File: src/rtl/sf_read_defs.vh
// Constants shared by the continuous array read path and its prefetch FIFO.
`ifndef SF_READ_DEFS_VH
`define SF_READ_DEFS_VH

// Opcodes of the four continuous main-array reads.
`define OP_READ_LEGACY   8'he8
`define OP_READ_FASTEST  8'h1b
`define OP_READ_FAST     8'h0b
`define OP_READ_SLOW     8'h03

// Dummy bytes that follow the three address bytes for each opcode.
`define DUMMY_LEGACY     3'h4
`define DUMMY_FASTEST    3'h2
`define DUMMY_FAST       3'h1
`define DUMMY_SLOW       3'h0

// Address layout.
`define PAGE_W           12
`define BYTE_W           10
`define LAST_ADDR_BYTE   2'h2
`define LAST_BYTE_LONG   10'h20f
`define LAST_BYTE_DEF    10'h1ff

// Prefetch buffer shape.
`define FIFO_WIDTH       8
`define FIFO_DEPTH       32
`define FIFO_AW          5

`endif

File: src/rtl/stream_fifo.v
// Synchronous FIFO with valid/ready on both sides and a flush.
`timescale 1ns/1ps
module stream_fifo #(
  parameter WIDTH = 8,
  parameter DEPTH = 32,
  parameter AW    = 5
) (
  input  wire             clk,
  input  wire             rst_n,
  input  wire             ce,
  input  wire             flush,
  input  wire             in_valid,
  output wire             in_ready,
  input  wire [WIDTH-1:0] in_data,
  output wire             out_valid,
  input  wire             out_ready,
  output wire [WIDTH-1:0] out_data
);

  localparam [AW:0]   FULL_CNT = DEPTH;
  localparam [AW-1:0] PTR_ONE  = 1;
  localparam [AW:0]   CNT_ONE  = 1;

  reg [WIDTH-1:0] mem [0:DEPTH-1];
  reg [AW-1:0]    wr_q;
  reg [AW-1:0]    rd_q;
  reg [AW:0]      cnt_q;

  wire push = in_valid & in_ready;
  wire pop  = out_valid & out_ready;

  assign in_ready  = (cnt_q != FULL_CNT);
  assign out_valid = (cnt_q != {(AW+1){1'b0}});
  assign out_data  = mem[rd_q];

  // Storage is not reset; only pointers and the count carry meaning.
  always @(posedge clk) begin
    if (ce && push) begin
      mem[wr_q] <= in_data;
    end
  end

  always @(posedge clk) begin
    if (!rst_n) begin
      wr_q  <= {AW{1'b0}};
      rd_q  <= {AW{1'b0}};
      cnt_q <= {(AW+1){1'b0}};
    end else if (ce) begin
      if (flush) begin
        wr_q  <= {AW{1'b0}};
        rd_q  <= {AW{1'b0}};
        cnt_q <= {(AW+1){1'b0}};
      end else begin
        if (push) begin
          wr_q <= wr_q + PTR_ONE;
        end
        if (pop) begin
          rd_q <= rd_q + PTR_ONE;
        end
        if (push && !pop) begin
          cnt_q <= cnt_q + CNT_ONE;
        end else if (pop && !push) begin
          cnt_q <= cnt_q - CNT_ONE;
        end
      end
    end
  end

endmodule // stream_fifo

File: src/rtl/serial_flash_continuous_array_read.v
// Continuous main-array read path of a serial flash, oversampled on mclk.
`timescale 1ns/1ps
`include "sf_read_defs.vh"
module serial_flash_continuous_array_read (
  input  wire                 mclk,
  input  wire                 rst_n,
  input  wire                 ce,
  input  wire                 cs_n_pin,
  input  wire                 sck_pin,
  input  wire                 si_pin,
  input  wire                 page_528,
  output reg                  so_q,
  output reg                  so_oe_q,
  output reg                  underrun_q,
  output reg                  arr_req_q,
  output reg  [`PAGE_W-1:0]   arr_page_q,
  output reg  [`BYTE_W-1:0]   arr_byte_q,
  input  wire                 arr_ack,
  input  wire [7:0]           arr_rdata
);

  localparam [5:0] ST_IDLE  = 6'h01;
  localparam [5:0] ST_OPC   = 6'h02;
  localparam [5:0] ST_ADDR  = 6'h04;
  localparam [5:0] ST_DUMMY = 6'h08;
  localparam [5:0] ST_DATA  = 6'h10;
  localparam [5:0] ST_SKIP  = 6'h20;

  // Pin synchronisers; stage 0 feeds only stage 1, stage 2 serves edge detection.
  reg [2:0] cs_s_q;
  reg [2:0] sck_s_q;
  reg [1:0] si_s_q;

  always @(posedge mclk) begin
    if (!rst_n) begin
      cs_s_q  <= 3'h7;
      sck_s_q <= 3'h0;
      si_s_q  <= 2'h0;
    end else if (ce) begin
      cs_s_q  <= {cs_s_q[1:0], cs_n_pin};
      sck_s_q <= {sck_s_q[1:0], sck_pin};
      si_s_q  <= {si_s_q[0], si_pin};
    end
  end

  wire cs_n     = cs_s_q[1];
  wire cs_rise  = cs_s_q[1] & ~cs_s_q[2];
  wire sck_rise = sck_s_q[1] & ~sck_s_q[2];
  wire sck_fall = ~sck_s_q[1] & sck_s_q[2];
  wire si       = si_s_q[1];

  // Opcode decode: bit 3 marks a supported read, bits 2:0 its dummy byte count.
  function [3:0] op_info;
    input [7:0] op;
    begin
      case (op)
        `OP_READ_LEGACY:  op_info = {1'b1, `DUMMY_LEGACY};
        `OP_READ_FASTEST: op_info = {1'b1, `DUMMY_FASTEST};
        `OP_READ_FAST:    op_info = {1'b1, `DUMMY_FAST};
        `OP_READ_SLOW:    op_info = {1'b1, `DUMMY_SLOW};
        default:          op_info = 4'h0;
      endcase
    end
  endfunction

  reg [5:0]  state_q;
  reg [2:0]  bit_cnt_q;
  reg [6:0]  in_sh_q;
  reg [15:0] addr_hi_q;
  reg [1:0]  addr_cnt_q;
  reg [2:0]  dummy_q;

  wire [7:0]  rx_byte   = {in_sh_q, si};
  wire        byte_done = sck_rise & (bit_cnt_q == 3'h7);
  wire [3:0]  rx_info   = op_info(rx_byte);
  wire [23:0] full_addr = {addr_hi_q, rx_byte};
  wire        addr_load = byte_done & (state_q == ST_ADDR) & (addr_cnt_q == `LAST_ADDR_BYTE);

  // Command sequencer; every bit is taken on a rising SCK edge.
  always @(posedge mclk) begin
    if (!rst_n) begin
      state_q    <= ST_IDLE;
      bit_cnt_q  <= 3'h0;
      in_sh_q    <= 7'h00;
      addr_hi_q  <= 16'h0000;
      addr_cnt_q <= 2'h0;
      dummy_q    <= 3'h0;
    end else if (ce) begin
      if (cs_n) begin
        state_q    <= ST_IDLE;
        bit_cnt_q  <= 3'h0;
        addr_cnt_q <= 2'h0;
      end else begin
        if (state_q == ST_IDLE) begin
          state_q <= ST_OPC;
        end
        if (sck_rise) begin
          in_sh_q   <= {in_sh_q[5:0], si};
          bit_cnt_q <= bit_cnt_q + 3'h1;
        end
        if (byte_done) begin
          case (state_q)
            ST_OPC: begin
              dummy_q <= rx_info[2:0];
              if (rx_info[3]) begin
                state_q <= ST_ADDR;
              end else begin
                state_q <= ST_SKIP;
              end
            end
            ST_ADDR: begin
              addr_hi_q  <= {addr_hi_q[7:0], rx_byte};
              addr_cnt_q <= addr_cnt_q + 2'h1;
              if (addr_cnt_q == `LAST_ADDR_BYTE) begin
                if (dummy_q == 3'h0) begin
                  state_q <= ST_DATA;
                end else begin
                  state_q <= ST_DUMMY;
                end
              end
            end
            ST_DUMMY: begin
              dummy_q <= dummy_q - 3'h1;
              if (dummy_q == 3'h1) begin
                state_q <= ST_DATA;
              end
            end
            default: begin
              state_q <= state_q;
            end
          endcase
        end
      end
    end
  end

  // Start address split by page size.
  wire [`PAGE_W-1:0] ld_page = page_528 ? full_addr[21:10] : full_addr[20:9];
  wire [`BYTE_W-1:0] ld_byte = page_528 ? full_addr[9:0]
                                        : {1'b0, full_addr[8:0]};

  // Next fetch address: byte steps inside a page, then the page steps and wraps.
  wire [`BYTE_W-1:0] last_byte = page_528 ? `LAST_BYTE_LONG : `LAST_BYTE_DEF;
  wire               page_end  = (arr_byte_q == last_byte);
  wire [`BYTE_W-1:0] nxt_byte  = page_end ? {`BYTE_W{1'b0}}
                                          : arr_byte_q + {{(`BYTE_W-1){1'b0}}, 1'b1};
  wire [`PAGE_W-1:0] nxt_page  = page_end ? arr_page_q + {{(`PAGE_W-1){1'b0}}, 1'b1}
                                          : arr_page_q;

  reg  run_q;
  reg  stale_q;
  wire fifo_in_ready;
  wire fifo_out_valid;
  wire [7:0] fifo_dout;
  wire fetch_done = arr_req_q & arr_ack;
  wire push       = fetch_done & ~stale_q & run_q;

  // Prefetcher. The counter advances per byte fetched, which keeps the
  // serial stream gapless while the FIFO absorbs array latency.
  // This path has no write port toward the SRAM buffers at all.
  always @(posedge mclk) begin
    if (!rst_n) begin
      run_q      <= 1'b0;
      stale_q    <= 1'b0;
      arr_req_q  <= 1'b0;
      arr_page_q <= {`PAGE_W{1'b0}};
      arr_byte_q <= {`BYTE_W{1'b0}};
    end else if (ce) begin
      if (fetch_done) begin
        arr_req_q <= 1'b0;
        stale_q   <= 1'b0;
      end else if (run_q && !arr_req_q && fifo_in_ready && !cs_n) begin
        arr_req_q <= 1'b1;
      end
      // A fetch still open when the frame ends belongs to no command.
      if (cs_rise) begin
        run_q <= 1'b0;
        if (arr_req_q && !arr_ack) begin
          stale_q <= 1'b1;
        end
      end
      if (addr_load) begin
        run_q      <= 1'b1;
        arr_page_q <= ld_page;
        arr_byte_q <= ld_byte;
      end else if (push) begin
        arr_page_q <= nxt_page;
        arr_byte_q <= nxt_byte;
      end
    end
  end

  reg  [2:0] out_cnt_q;
  reg  [7:0] out_sh_q;
  wire       data_edge = sck_fall & ~cs_n & (state_q == ST_DATA);
  wire       pop       = data_edge & (out_cnt_q == 3'h0) & fifo_out_valid;

  stream_fifo #(
    .WIDTH (`FIFO_WIDTH),
    .DEPTH (`FIFO_DEPTH),
    .AW    (`FIFO_AW)
  ) u_prefetch (
    .clk       (mclk),
    .rst_n     (rst_n),
    .ce        (ce),
    .flush     (cs_n),
    .in_valid  (push),
    .in_ready  (fifo_in_ready),
    .in_data   (arr_rdata),
    .out_valid (fifo_out_valid),
    .out_ready (pop),
    .out_data  (fifo_dout)
  );

  // Serialiser: SO changes only after falling SCK edges of the data phase.
  // An empty FIFO at a byte boundary sends zeros and raises the underrun
  // flag; the flag clears when the next frame opens.
  always @(posedge mclk) begin
    if (!rst_n) begin
      so_q       <= 1'b0;
      so_oe_q    <= 1'b0;
      underrun_q <= 1'b0;
      out_cnt_q  <= 3'h0;
      out_sh_q   <= 8'h00;
    end else if (ce) begin
      if (cs_n) begin
        so_oe_q   <= 1'b0;
        out_cnt_q <= 3'h0;
      end else begin
        if (state_q == ST_IDLE) begin
          underrun_q <= 1'b0;
        end
        if (data_edge) begin
          so_oe_q   <= 1'b1;
          out_cnt_q <= out_cnt_q + 3'h1;
          if (out_cnt_q == 3'h0) begin
            if (fifo_out_valid) begin
              so_q     <= fifo_dout[7];
              out_sh_q <= {fifo_dout[6:0], 1'b0};
            end else begin
              so_q       <= 1'b0;
              out_sh_q   <= 8'h00;
              underrun_q <= 1'b1;
            end
          end else begin
            so_q     <= out_sh_q[7];
            out_sh_q <= {out_sh_q[6:0], 1'b0};
          end
        end
      end
    end
  end

endmodule // serial_flash_continuous_array_read

File: config.mk
export PLATFORM = sky130hd
export DESIGN_NAME = serial_flash_continuous_array_read
export DESIGN_NICKNAME = d
export VERILOG_FILES = /design/src/rtl/stream_fifo.v /design/src/rtl/serial_flash_continuous_array_read.v
export VERILOG_INCLUDE_DIRS = /design/src /design/src/rtl
export SDC_FILE = /design/constraint.sdc
export NUM_CORES = 1
export LEC_CHECK = 0
export BUFFER_PORTS_ARGS = -buffer_cell sky130_fd_sc_hd__clkbuf_2
export CORE_UTILIZATION = 40
export DETAILED_ROUTE_END_ITERATION = 10
export SYNTH_ARGS = -nofsm -noshare
export SYNTH_HDL_FRONTEND = slang
export SYNTH_SLANG_ARGS = --single-unit
File: constraint.sdc
create_clock -name mclk -period 2.5 [get_ports mclk]
set_input_delay 0.25 -clock mclk [delete_from_list [all_inputs] [get_ports mclk]]
set_output_delay 0.25 -clock mclk [all_outputs]
set_load 0.01 [all_outputs]
; ---- After elaboration in Yosys (flattened, before gate mapping)
; Memories as Yosys holds them, arrays and structs flattened. A register that Yosys moved wholly into a read port is not among the register bits.
; Cells that the tools add are included.
[op_classes]
n_mul = 0
reduce_logical = 43
n_mux = 54
n_div = 0
addsub = 10
magnitude_cmp = 0
eq_ne = 15
n_shift = 0
n_bitwise = 20
[op_table]
columns = op, count
row1 = $mux 6, 9
row2 = $mux 10, 5
row3 = $mux 12, 4
row4 = $mux 5, 7
row5 = $reduce_bool 2->1, 11
row6 = $reduce_and 2->1, 10
row7 = $pmux 6 s3, 1
row8 = $mux 1, 17
row9 = $mux 8, 2
row10 = $pmux 4 s4, 1
row11 = $and 1x1->1, 15
row12 = $add 12x1->12 const B, 1
row13 = $mux 3, 4
row14 = $reduce_and 3->1, 4
row15 = $add 10x1->10 const B, 1
row16 = $add 5x1->5 const B, 2
row17 = $eq 10x10->1, 1
row18 = $eq 8x2->1 const B, 1
row19 = $eq 8x4->1 const B, 1
row20 = $eq 8x5->1 const B, 1
row21 = $eq 8x8->1 const B, 1
row22 = $reduce_and 4->1, 2
row23 = $logic_and 1x1->1, 7
row24 = $add 3x1->3 const B, 2
row25 = 21 further kinds, 32
[totals]
n_memories = 1
latch_bits = 0
mem_bits_ro = 0
elab_cells = 165
out_inout_bits = 26
ram_bits = 256
ff_bits = 98
[mem_list]
columns = memory, words, word_bits, rd, rd_clocked_by_memory_dff, write_ports, line
row1 = u_prefetch.mem, 32, 8, 1, 1, 1, stream_fifo.v:24  ; reg [WIDTH-1:0] mem [0:DEPTH-1];

; ---- Depth between registers and ports, before layout
; Gate-level depths: netlist (run 1).
[logic_depth]
ltp_word = 11
depth_mapped = 12

; ---- By module
; A second synthesis (run 1) with hierarchy kept.
[hier_totals]
cells_unflattened = 1066
area_unflattened_um2 = 15464.8
[by_module_without_submodules]
columns = module, instances, area_each_um2, seq_area_each_um2, cells_per_inst
row1 = stream_fifo, 1, 11050.6, 8107.8, 534
row2 = serial_flash_continuous_array_read, 1, 4414.2, 1621.6, 532

; ---- Least setup slack after synthesis (run 1)
; OpenSTA, ideal clock, no wires.
[synth_path]
path_type = register to register
startpoint = reg u_prefetch.cnt_q[1]
endpoint = reg u_prefetch.cnt_q[5]
setup_ns = 0.118
arrival_ns = 2.542
stages_incl_launch_ff = 11
synth_period_minus_slack_ns = 2.660
slack_ns = -0.160
path_buffers = 0
path_cell_list = dfxtp_1 -> or4_4 -> o311ai_4 -> o21ai_2 -> ha_1 -> a211oi_1 -> o21bai_1 -> a21oi_1 -> xnor2_1 -> mux2i_1 -> o2bb2ai_1
[synth_via]
elab_chain_len = 7
word_cells_on_any_way = 16
cone_classes = add/sub (2) / eq/ne (1) / mux (3) / bitwise (3) / reduce/logical (7)
[synth_lines]
columns = item, line
row1 = start: declaration, stream_fifo.v:27  ; reg [AW:0] cnt_q;
row2 = start signal: assignment, stream_fifo.v:47  ; cnt_q <= {(AW+1){1'b0}};
row3 = start signal: assignment, stream_fifo.v:52  ; cnt_q <= {(AW+1){1'b0}};
row4 = start signal: assignment, stream_fifo.v:61  ; cnt_q <= cnt_q + CNT_ONE;
row5 = "parallel branches: the longest is 7 deep, another holds $sub 6x1->6", -
; Several ways; the timed one is not identified. The select of a mux whose other input is x is not followed.
; A chain may end at the register's enable or synchronous reset.

; ---- Worst setup path after layout (run 1)
[layout_path]
startpoint = reg u_prefetch.cnt_q[4]
endpoint = reg u_prefetch.cnt_q[5]
; The elaborated chain is that of the path after synthesis.

==> run metrics, run 1 <==
nets=~1300; DR pass1 iterations=5; core area=~37000 µm²; Hold Crit Start=arr_ack; most common cell after layout, fill and taps aside=edfxtp_1; Worst Hold Class=input pin to flop; Sw Pwr=between 2 and 2.5 mW; Post-route DRC=0; Max Cap Violations=0; CP Data Required Time=about 2900 ps; Comb power frac=1.7%; vias per cell=~5.5; failing checks=setup timing; Critical Path End Type=flop; initial antenna violation count=1; CP Cell Sequence=or4_4 -> o31a_4 -> o21ai_4 -> ha_4 -> a211oi_2 -> o21bai_1 -> a21oi_1 -> xnor2_1 -> mux2i_1 -> o2bb2ai_1; synthesized flop and latch total=358; Avg Cell Area, Syn=approximately 14 µm²; Worst VDD drop=approximately 0.76 mV; worst hold path stage count=4; cell area after layout=around 18000 µm²; Final Setup Violations=2; synthesis warning total=0; die area=38600 µm²; Reg power frac=53.0%; max incr delay on CP=approximately 580 ps; Top Layer Used=met5; Final ANT Viol Nets=0; number of DRC markers in iteration 0=670; met1 WL=roughly 16000 µm; first-pass GRT wire length=approximately 54000 µm; DR vias=a little under 10000; placed cell areas=between 15000 and 20000 µm²; Final period util=103%; Clock Skew=between 20 and 25 ps; final hold vios=0; sequential share of the synthesized area=about 64%; Worst-Skew Late Latency=approximately 540 ps; reg2reg setup slack=-80 ps; Leak Pwr=just under 6 nW; pin count of the biggest net entering global routing=46; PwrDens=between 600 and 700 nW/µm²; Worst Setup Path Type=flop to flop; # fillers=~3200; WL/cell=between 15 and 20 µm; commonest cells after routing, fill and taps aside=256 x edfxtp_1, 102 x nand2_1, 99 x dfxtp_1, 93 x buf_4, 85 x nor2_1; RSZ-0062 raised after global routing=true; worst flop-to-flop path startpoint=u_prefetch.cnt_q[4]; Sw Share=slightly above 20%; crit path DAT=2990 ps; final core occ=roughly half; outcome=finished with violations; Worst-path clk slew=50 ps; Pint=between 9 and 10 mW; max frequency=just under 0.4 GHz; layout cell share with drive strength beyond 1=a little under a quarter; Post-Syn Area=roughly 15000 µm²; Detail Placement HPWL=23000 µm; final worst slack=-78.7 ps; TritonCTS clock tree=done; Total GRT Usage=a little under a fifth; DRT Wirelength=between 30000 and 40000 µm; CTS H-tree lvls=2; Cells after Synth=about 1100; gpl congestion=between 0.8 and 0.9; CP Buf/Inv Count=0; WL met2=approximately 17000 µm; Distinct cells, synth=76; Final min period=between 2000 and 3000 ps; EDFF count, synth=between 200 and 300; CTS Buf Count=37; IO buf count=41; Synth Flop Type=edfxtp_1; root buffer cell=clkbuf_16; num rows=70; vias in the first global route=9341; R2R Path End=u_prefetch.cnt_q[5]; Sink Count=between 300 and 400; Routed met3 length=around 2000 µm; Ports=between 40 and 50; Hold Path End=arr_req_q; crit-path max FO=5; clock power share=roughly 45%; Max clock buf depth=3; CP max-delay cell=or4_4; Slew Viols, Final=0; Worst Tran Pin Value=764 ps; Die Ht=between 150 and 200 µm; Async S/R FF share, synth=0%; DIE WIDTH=about 200 µm; CP Depth=10; grt ovf=0; Worst slew margin=approximately 50%; delay-heaviest family, CP=compound AO/OA/AOI/OAI gates; startpoint class of the critical path=flop; Synth-to-Final Area Change=17.7%; R2R cell count=10; antenna cells=0; Syn Nets=approximately 1100; Starting Density=between 40% and 50%
[through the flow]
step / worst slack (ps) / TNS [ps] / cells / total power, mW / hold WS, ps
finish: -78.7 / -149 / 1759 / 12.0 / 71.2
floorplan: -19.0 / -19.0 / 1106 / 6.57 / 349
global route: -217 / -408 / 1759 / 12.3 / 76.8
global placement: -33.8 / -33.8 / 1689 / 6.68 / 446
detailed placement: -87.6 / -87.6 / 1689 / 6.69 / 457
CTS: -85.1 / -85.1 / 1758 / 12.1 / 45.4
[worst max-delay path by stage]
| stage | start | to |
|---|---|---|
| 2_1_floorplan | u_prefetch.cnt_q[4] | u_prefetch.cnt_q[5] |
| 3_3_place_gp | u_prefetch.cnt_q[4] | u_prefetch.cnt_q[5] |
| 3_5_place_dp | u_prefetch.cnt_q[4] | u_prefetch.cnt_q[5] |
| 4_1_cts | u_prefetch.cnt_q[4] | u_prefetch.cnt_q[5] |
| 5_1_grt | u_prefetch.cnt_q[4] | u_prefetch.cnt_q[5] |
| 6_report | u_prefetch.cnt_q[4] | u_prefetch.cnt_q[5] |
[synth_stat cells (all sizes together), types with 3 or more instances]
cell	n	share of area, %
mux2i	26	1.7
a21o	5	0.25
mux4	64	9.5
ha	19	1.6
xnor2	5	0.29
and3	10	0.41
or3	3	0.12
a31oi	5	0.21
clkbuf	36	0.90
a21oi	60	2.0
a211oi	7	0.35
nor3	21	0.80
nand4b	3	0.17
a311oi	3	0.17
a31o	3	0.17
a221oi	6	0.35
o221ai	4	0.23
a21boi	5	0.25
mux2	3	0.22
nand2	102	2.5
or2	3	0.12
nor2	90	2.2
nand3	52	1.7
edfxtp	256	51
inv	16	0.40
nand2b	6	0.25
o21ai	52	1.8
dfxtp	102	13
buf	23	0.72
xor2	6	0.35
o22ai	18	0.74
and2	6	0.25
o31ai	3	0.15
nor2b	7	0.29
nand3b	9	0.45
nor4	9	0.47
or3b	4	0.23
o211ai	3	0.15
nand4	7	0.29
a22o	10	0.58
[tightest hold or removal path, stage by stage]
cell	delay (ps)
clkbuf_2	90
nand3_1	70
nand2_1	90
nor2_1	50
[flip-flops by register name, summed over array words and instances (netlist names), 5 cells and up, named ones only]
register          count
u_prefetch.mem      256
addr_hi_q            14
arr_page_q           12
arr_byte_q           10
in_sh_q               7
out_sh_q              7
state_q               6
u_prefetch.cnt_q      6
u_prefetch.rd_q       5
u_prefetch.wr_q       5
[what timing repair did]
action / in CTS / in global routing
setup buffers: 0 / 1
endpoints found under the hold margin: 3 / 0
gates resized for setup: 0 / 6
hold buffers: 3 / 0
pin swaps: 1 / 1
cloned: 0 / 0
endpoints found under the setup margin: 1 / 42
[area by class of cell]
cell class / instances / area (µm²) / area share, %
timing repair buffer: 142 / 1030 / 5.80
inverter: 17 / 63.8 / 0.358
sequential: 358 / 9740 / 54.6
multi-input combinational: 672 / 5160 / 29.0
tap: 504 / 631 / 3.54
clock buffer: 48 / 1010 / 5.66
clock inverter: 18 / 183 / 1.03
[metal layers]
metal	GRT usage (%)	up-vias
met5	0	-
met2	29.9	287
met3	3.80	54
li1	-	4505
met4	4.69	2
met1	24.4	4754
[kinds of logic (layout without fill, tap and decap cells)]
| kind of cell | count (synthesis) | after routing | share of synthesized area (%) |
|---|---|---|---|
| fa+ha+maj | 20 | 20 | 1.70 |
| flops | 358 | 358 | 64.3 |
| compound gates | 204 | 204 | 8.75 |
| simple gates | 344 | 344 | 11.1 |
| xor+xnor | 11 | 11 | 0.637 |
| mux | 93 | 93 | 11.5 |
| buf+inv | 76 | 225 | 2.04 |
[power groups by stage]
stage	Clock [mW]	Sequential, mW	Combinational (mW)
finish	5.43	6.36	0.200
detailed placement	0	6.49	0.197
global placement	0	6.49	0.194
global route	5.76	6.36	0.216
CTS	5.56	6.36	0.201
floorplan	0	6.49	0.0813
Power figures use the tool's default switching activity.
==> run 2: changes to the inputs <==
SETUP_SLACK_MARGIN = 0.15   (was unset)
==> run 2 against run 1 <==
  * Cell area rose by 0.91%
  * Utilization rose by 0.44 points
  * Clock power rose by 3%
  * Setup slack improved by 47 ps
  * Largest cell class unchanged
  * The flow still finishes with violations (setup timing)
  * Count of clock-buffer cells in the layout fell by 6
  * Via count fell by 1.0%
==> run metrics, run 2 (synthesis results as in run 1) <==
num rows=70; setup_tns=-63.5 ps; most common cell after layout, fill and taps aside=edfxtp_1; Max Cap Violations=0; Final Setup Violations=2; grt ovf=0; final hold vios=0; Final ANT Viol Nets=0; final worst slack=-32.1 ps; CP Cell Sequence=or4_4 -> o31a_4 -> o21ai_4 -> buf_4 -> inv_2 -> fa_2 -> inv_1 -> a21o_1 -> a21oi_2 -> xnor2_1 -> a22o_1; Synth-to-Final Area Change=18.8%; Total GRT Usage=a little under a fifth; Largest register FFs=roughly 260; crit path DAT=a little under 3000 ps; DIE WIDTH=196 µm; placed cell areas=about 17000 µm²; Die Ht=196 µm; vias in the first global route=9580; nets=around 1300; initial antenna violation count=1; Clock Skew=29.8 ps; Sink Count=approximately 360; dpl ws=-74.2 ps; RSZ-0062 raised after global routing=true; largest register by flop count=u_prefetch.mem; IO buf count=41; Critical Path End Type=flop; Pwr Total=12.1 mW; Ports=42; # fillers=between 3000 and 4000; Worst VDD drop=~0.57 mV; layout cell share with drive strength beyond 1=25.1%; Worst Tran Pin Value=a little under 800 ps; cell area after layout=18000 µm²; root buffer cell=clkbuf_16; DRT Wirelength=34300 µm; crit-path max FO=5; number of DRC markers in iteration 0=~650; outcome=finished with violations; CP max-delay cell=or4_4; Worst Setup Path Type=flop to flop; Leak Pwr=approximately 6 nW; WL/cell=slightly below 20 µm; failing checks=setup timing; antenna cells=0; Worst-Skew Late Latency=550 ps; gpl congestion=~0.84; Max clock buf depth=3; final core occ=between 40% and 50%; Final period util=101%; Post-route DRC=0; CP Buf/Inv Count=3; delay-heaviest family, CP=compound AO/OA/AOI/OAI gates; commonest cells after routing, fill and taps aside=256 x edfxtp_1, 99 x nand2_1, 98 x dfxtp_1, 82 x nor2_1, 81 x buf_4; CP Data Required Time=2920 ps; Worst-path clk slew=approximately 60 ps; Worst Hold Class=input pin to flop; Slew Viols, Final=0; core area=approximately 37000 µm²; die area=around 39000 µm²; max frequency=0.395 GHz; first-pass GRT wire length=roughly 54000 µm; pin count of the biggest net entering global routing=38; Starting Density=41.0%; Detail Placement HPWL=about 22000 µm; CTS H-tree lvls=2; Final min period=roughly 2500 ps; largest registers=u_prefetch.mem x256, addr_hi_q x14, arr_page_q x12; DR vias=9506; DR pass1 iterations=5; TritonCTS clock tree=done; Worst slew margin=approximately half; max incr delay on CP=580 ps; startpoint class of the critical path=flop; CTS Buf Count=38; PwrDens=just under 700 nW/µm²; vias per cell=approximately 5.4
==> run 2: cell types whose count changed in the layout (fill, tap and decap cells not counted), sizes merged <==
cell and change:
buf +3, clkinv +6, clkbuf -6, bufinv +1, clkinvlp +2
==> run 2: area by class of cell <==
type	instances	area, µm²	share of cell area (%)
Tap cell	504	631	3.51
Clock buffer	42	966	5.37
Clock inverter	27	256	1.43
Timing Repair Buffer	145	1120	6.24
Inverter	17	63.8	0.355
Sequential cell	358	9740	54.2
Multi-Input combinational cell	672	5200	28.9
==> run 2: final timing paths <==
| check | from | slack (ps) | to | cells past startpoint |
|---|---|---|---|---|
| worst max-delay path | u_prefetch.cnt_q[4] | -30 | u_prefetch.cnt_q[4] | 11 |
| worst min-delay path | arr_ack | 50 | flop | 4 |
| worst max register to register | u_prefetch.cnt_q[4] | -30 | u_prefetch.cnt_q[4] | 11 |
| worst min register to register | addr_hi_q[13] | 460 | addr_hi_q[13] | 2 |
==> run 2: through the flow <==
step           hold WS (ps)  std cells
5_1_grt                49.8       1765
4_1_cts                27.3       1760
6_report               50.0       1765
2_1_floorplan           349       1106
3_3_place_gp            446       1687
3_5_place_dp            450       1687
==> run 2: repair_timing <==
action | CTS | global route
setup buffers | 1 | 5
resized for setup | 16 | 20
hold endpoints to repair | 3 | 0
hold buffers | 3 | 0
endpoints found under the setup margin | 52 | 144
pin swaps | 5 | 9
==> run 2: routing by layer <==
layer	vias to the layer above	track usage [%]	part of all wire, %
met2	234	29.6	47
met3	61	3.47	5.2
met4	4	5.82	2.5
met5	-	1.28	0.24
li1	4512	-	-
met1	4695	24.5	45
==> run 2: worst register-to-register path, delay by kind of cell, from the launching register on <==
| kind | cells | cell delay [ps] |
|---|---|---|
| AOI/OAI and AO/OA | 5 | 790 |
| DFF | 1 | 320 |
| xor gates and xnor gates | 1 | 120 |
| and+or+nand+nor | 1 | 580 |
| adders and majority gates | 1 | 340 |
| buffers and inverters | 3 | 280 |
==> run 2: power breakdown <==
part / total (mW) / switching, mW / internal [mW]
logic: 0.200 / 0.149 / 0.0507
registers: 6.36 / 0.00673 / 6.35
clock network: 5.58 / 2.35 / 3.22
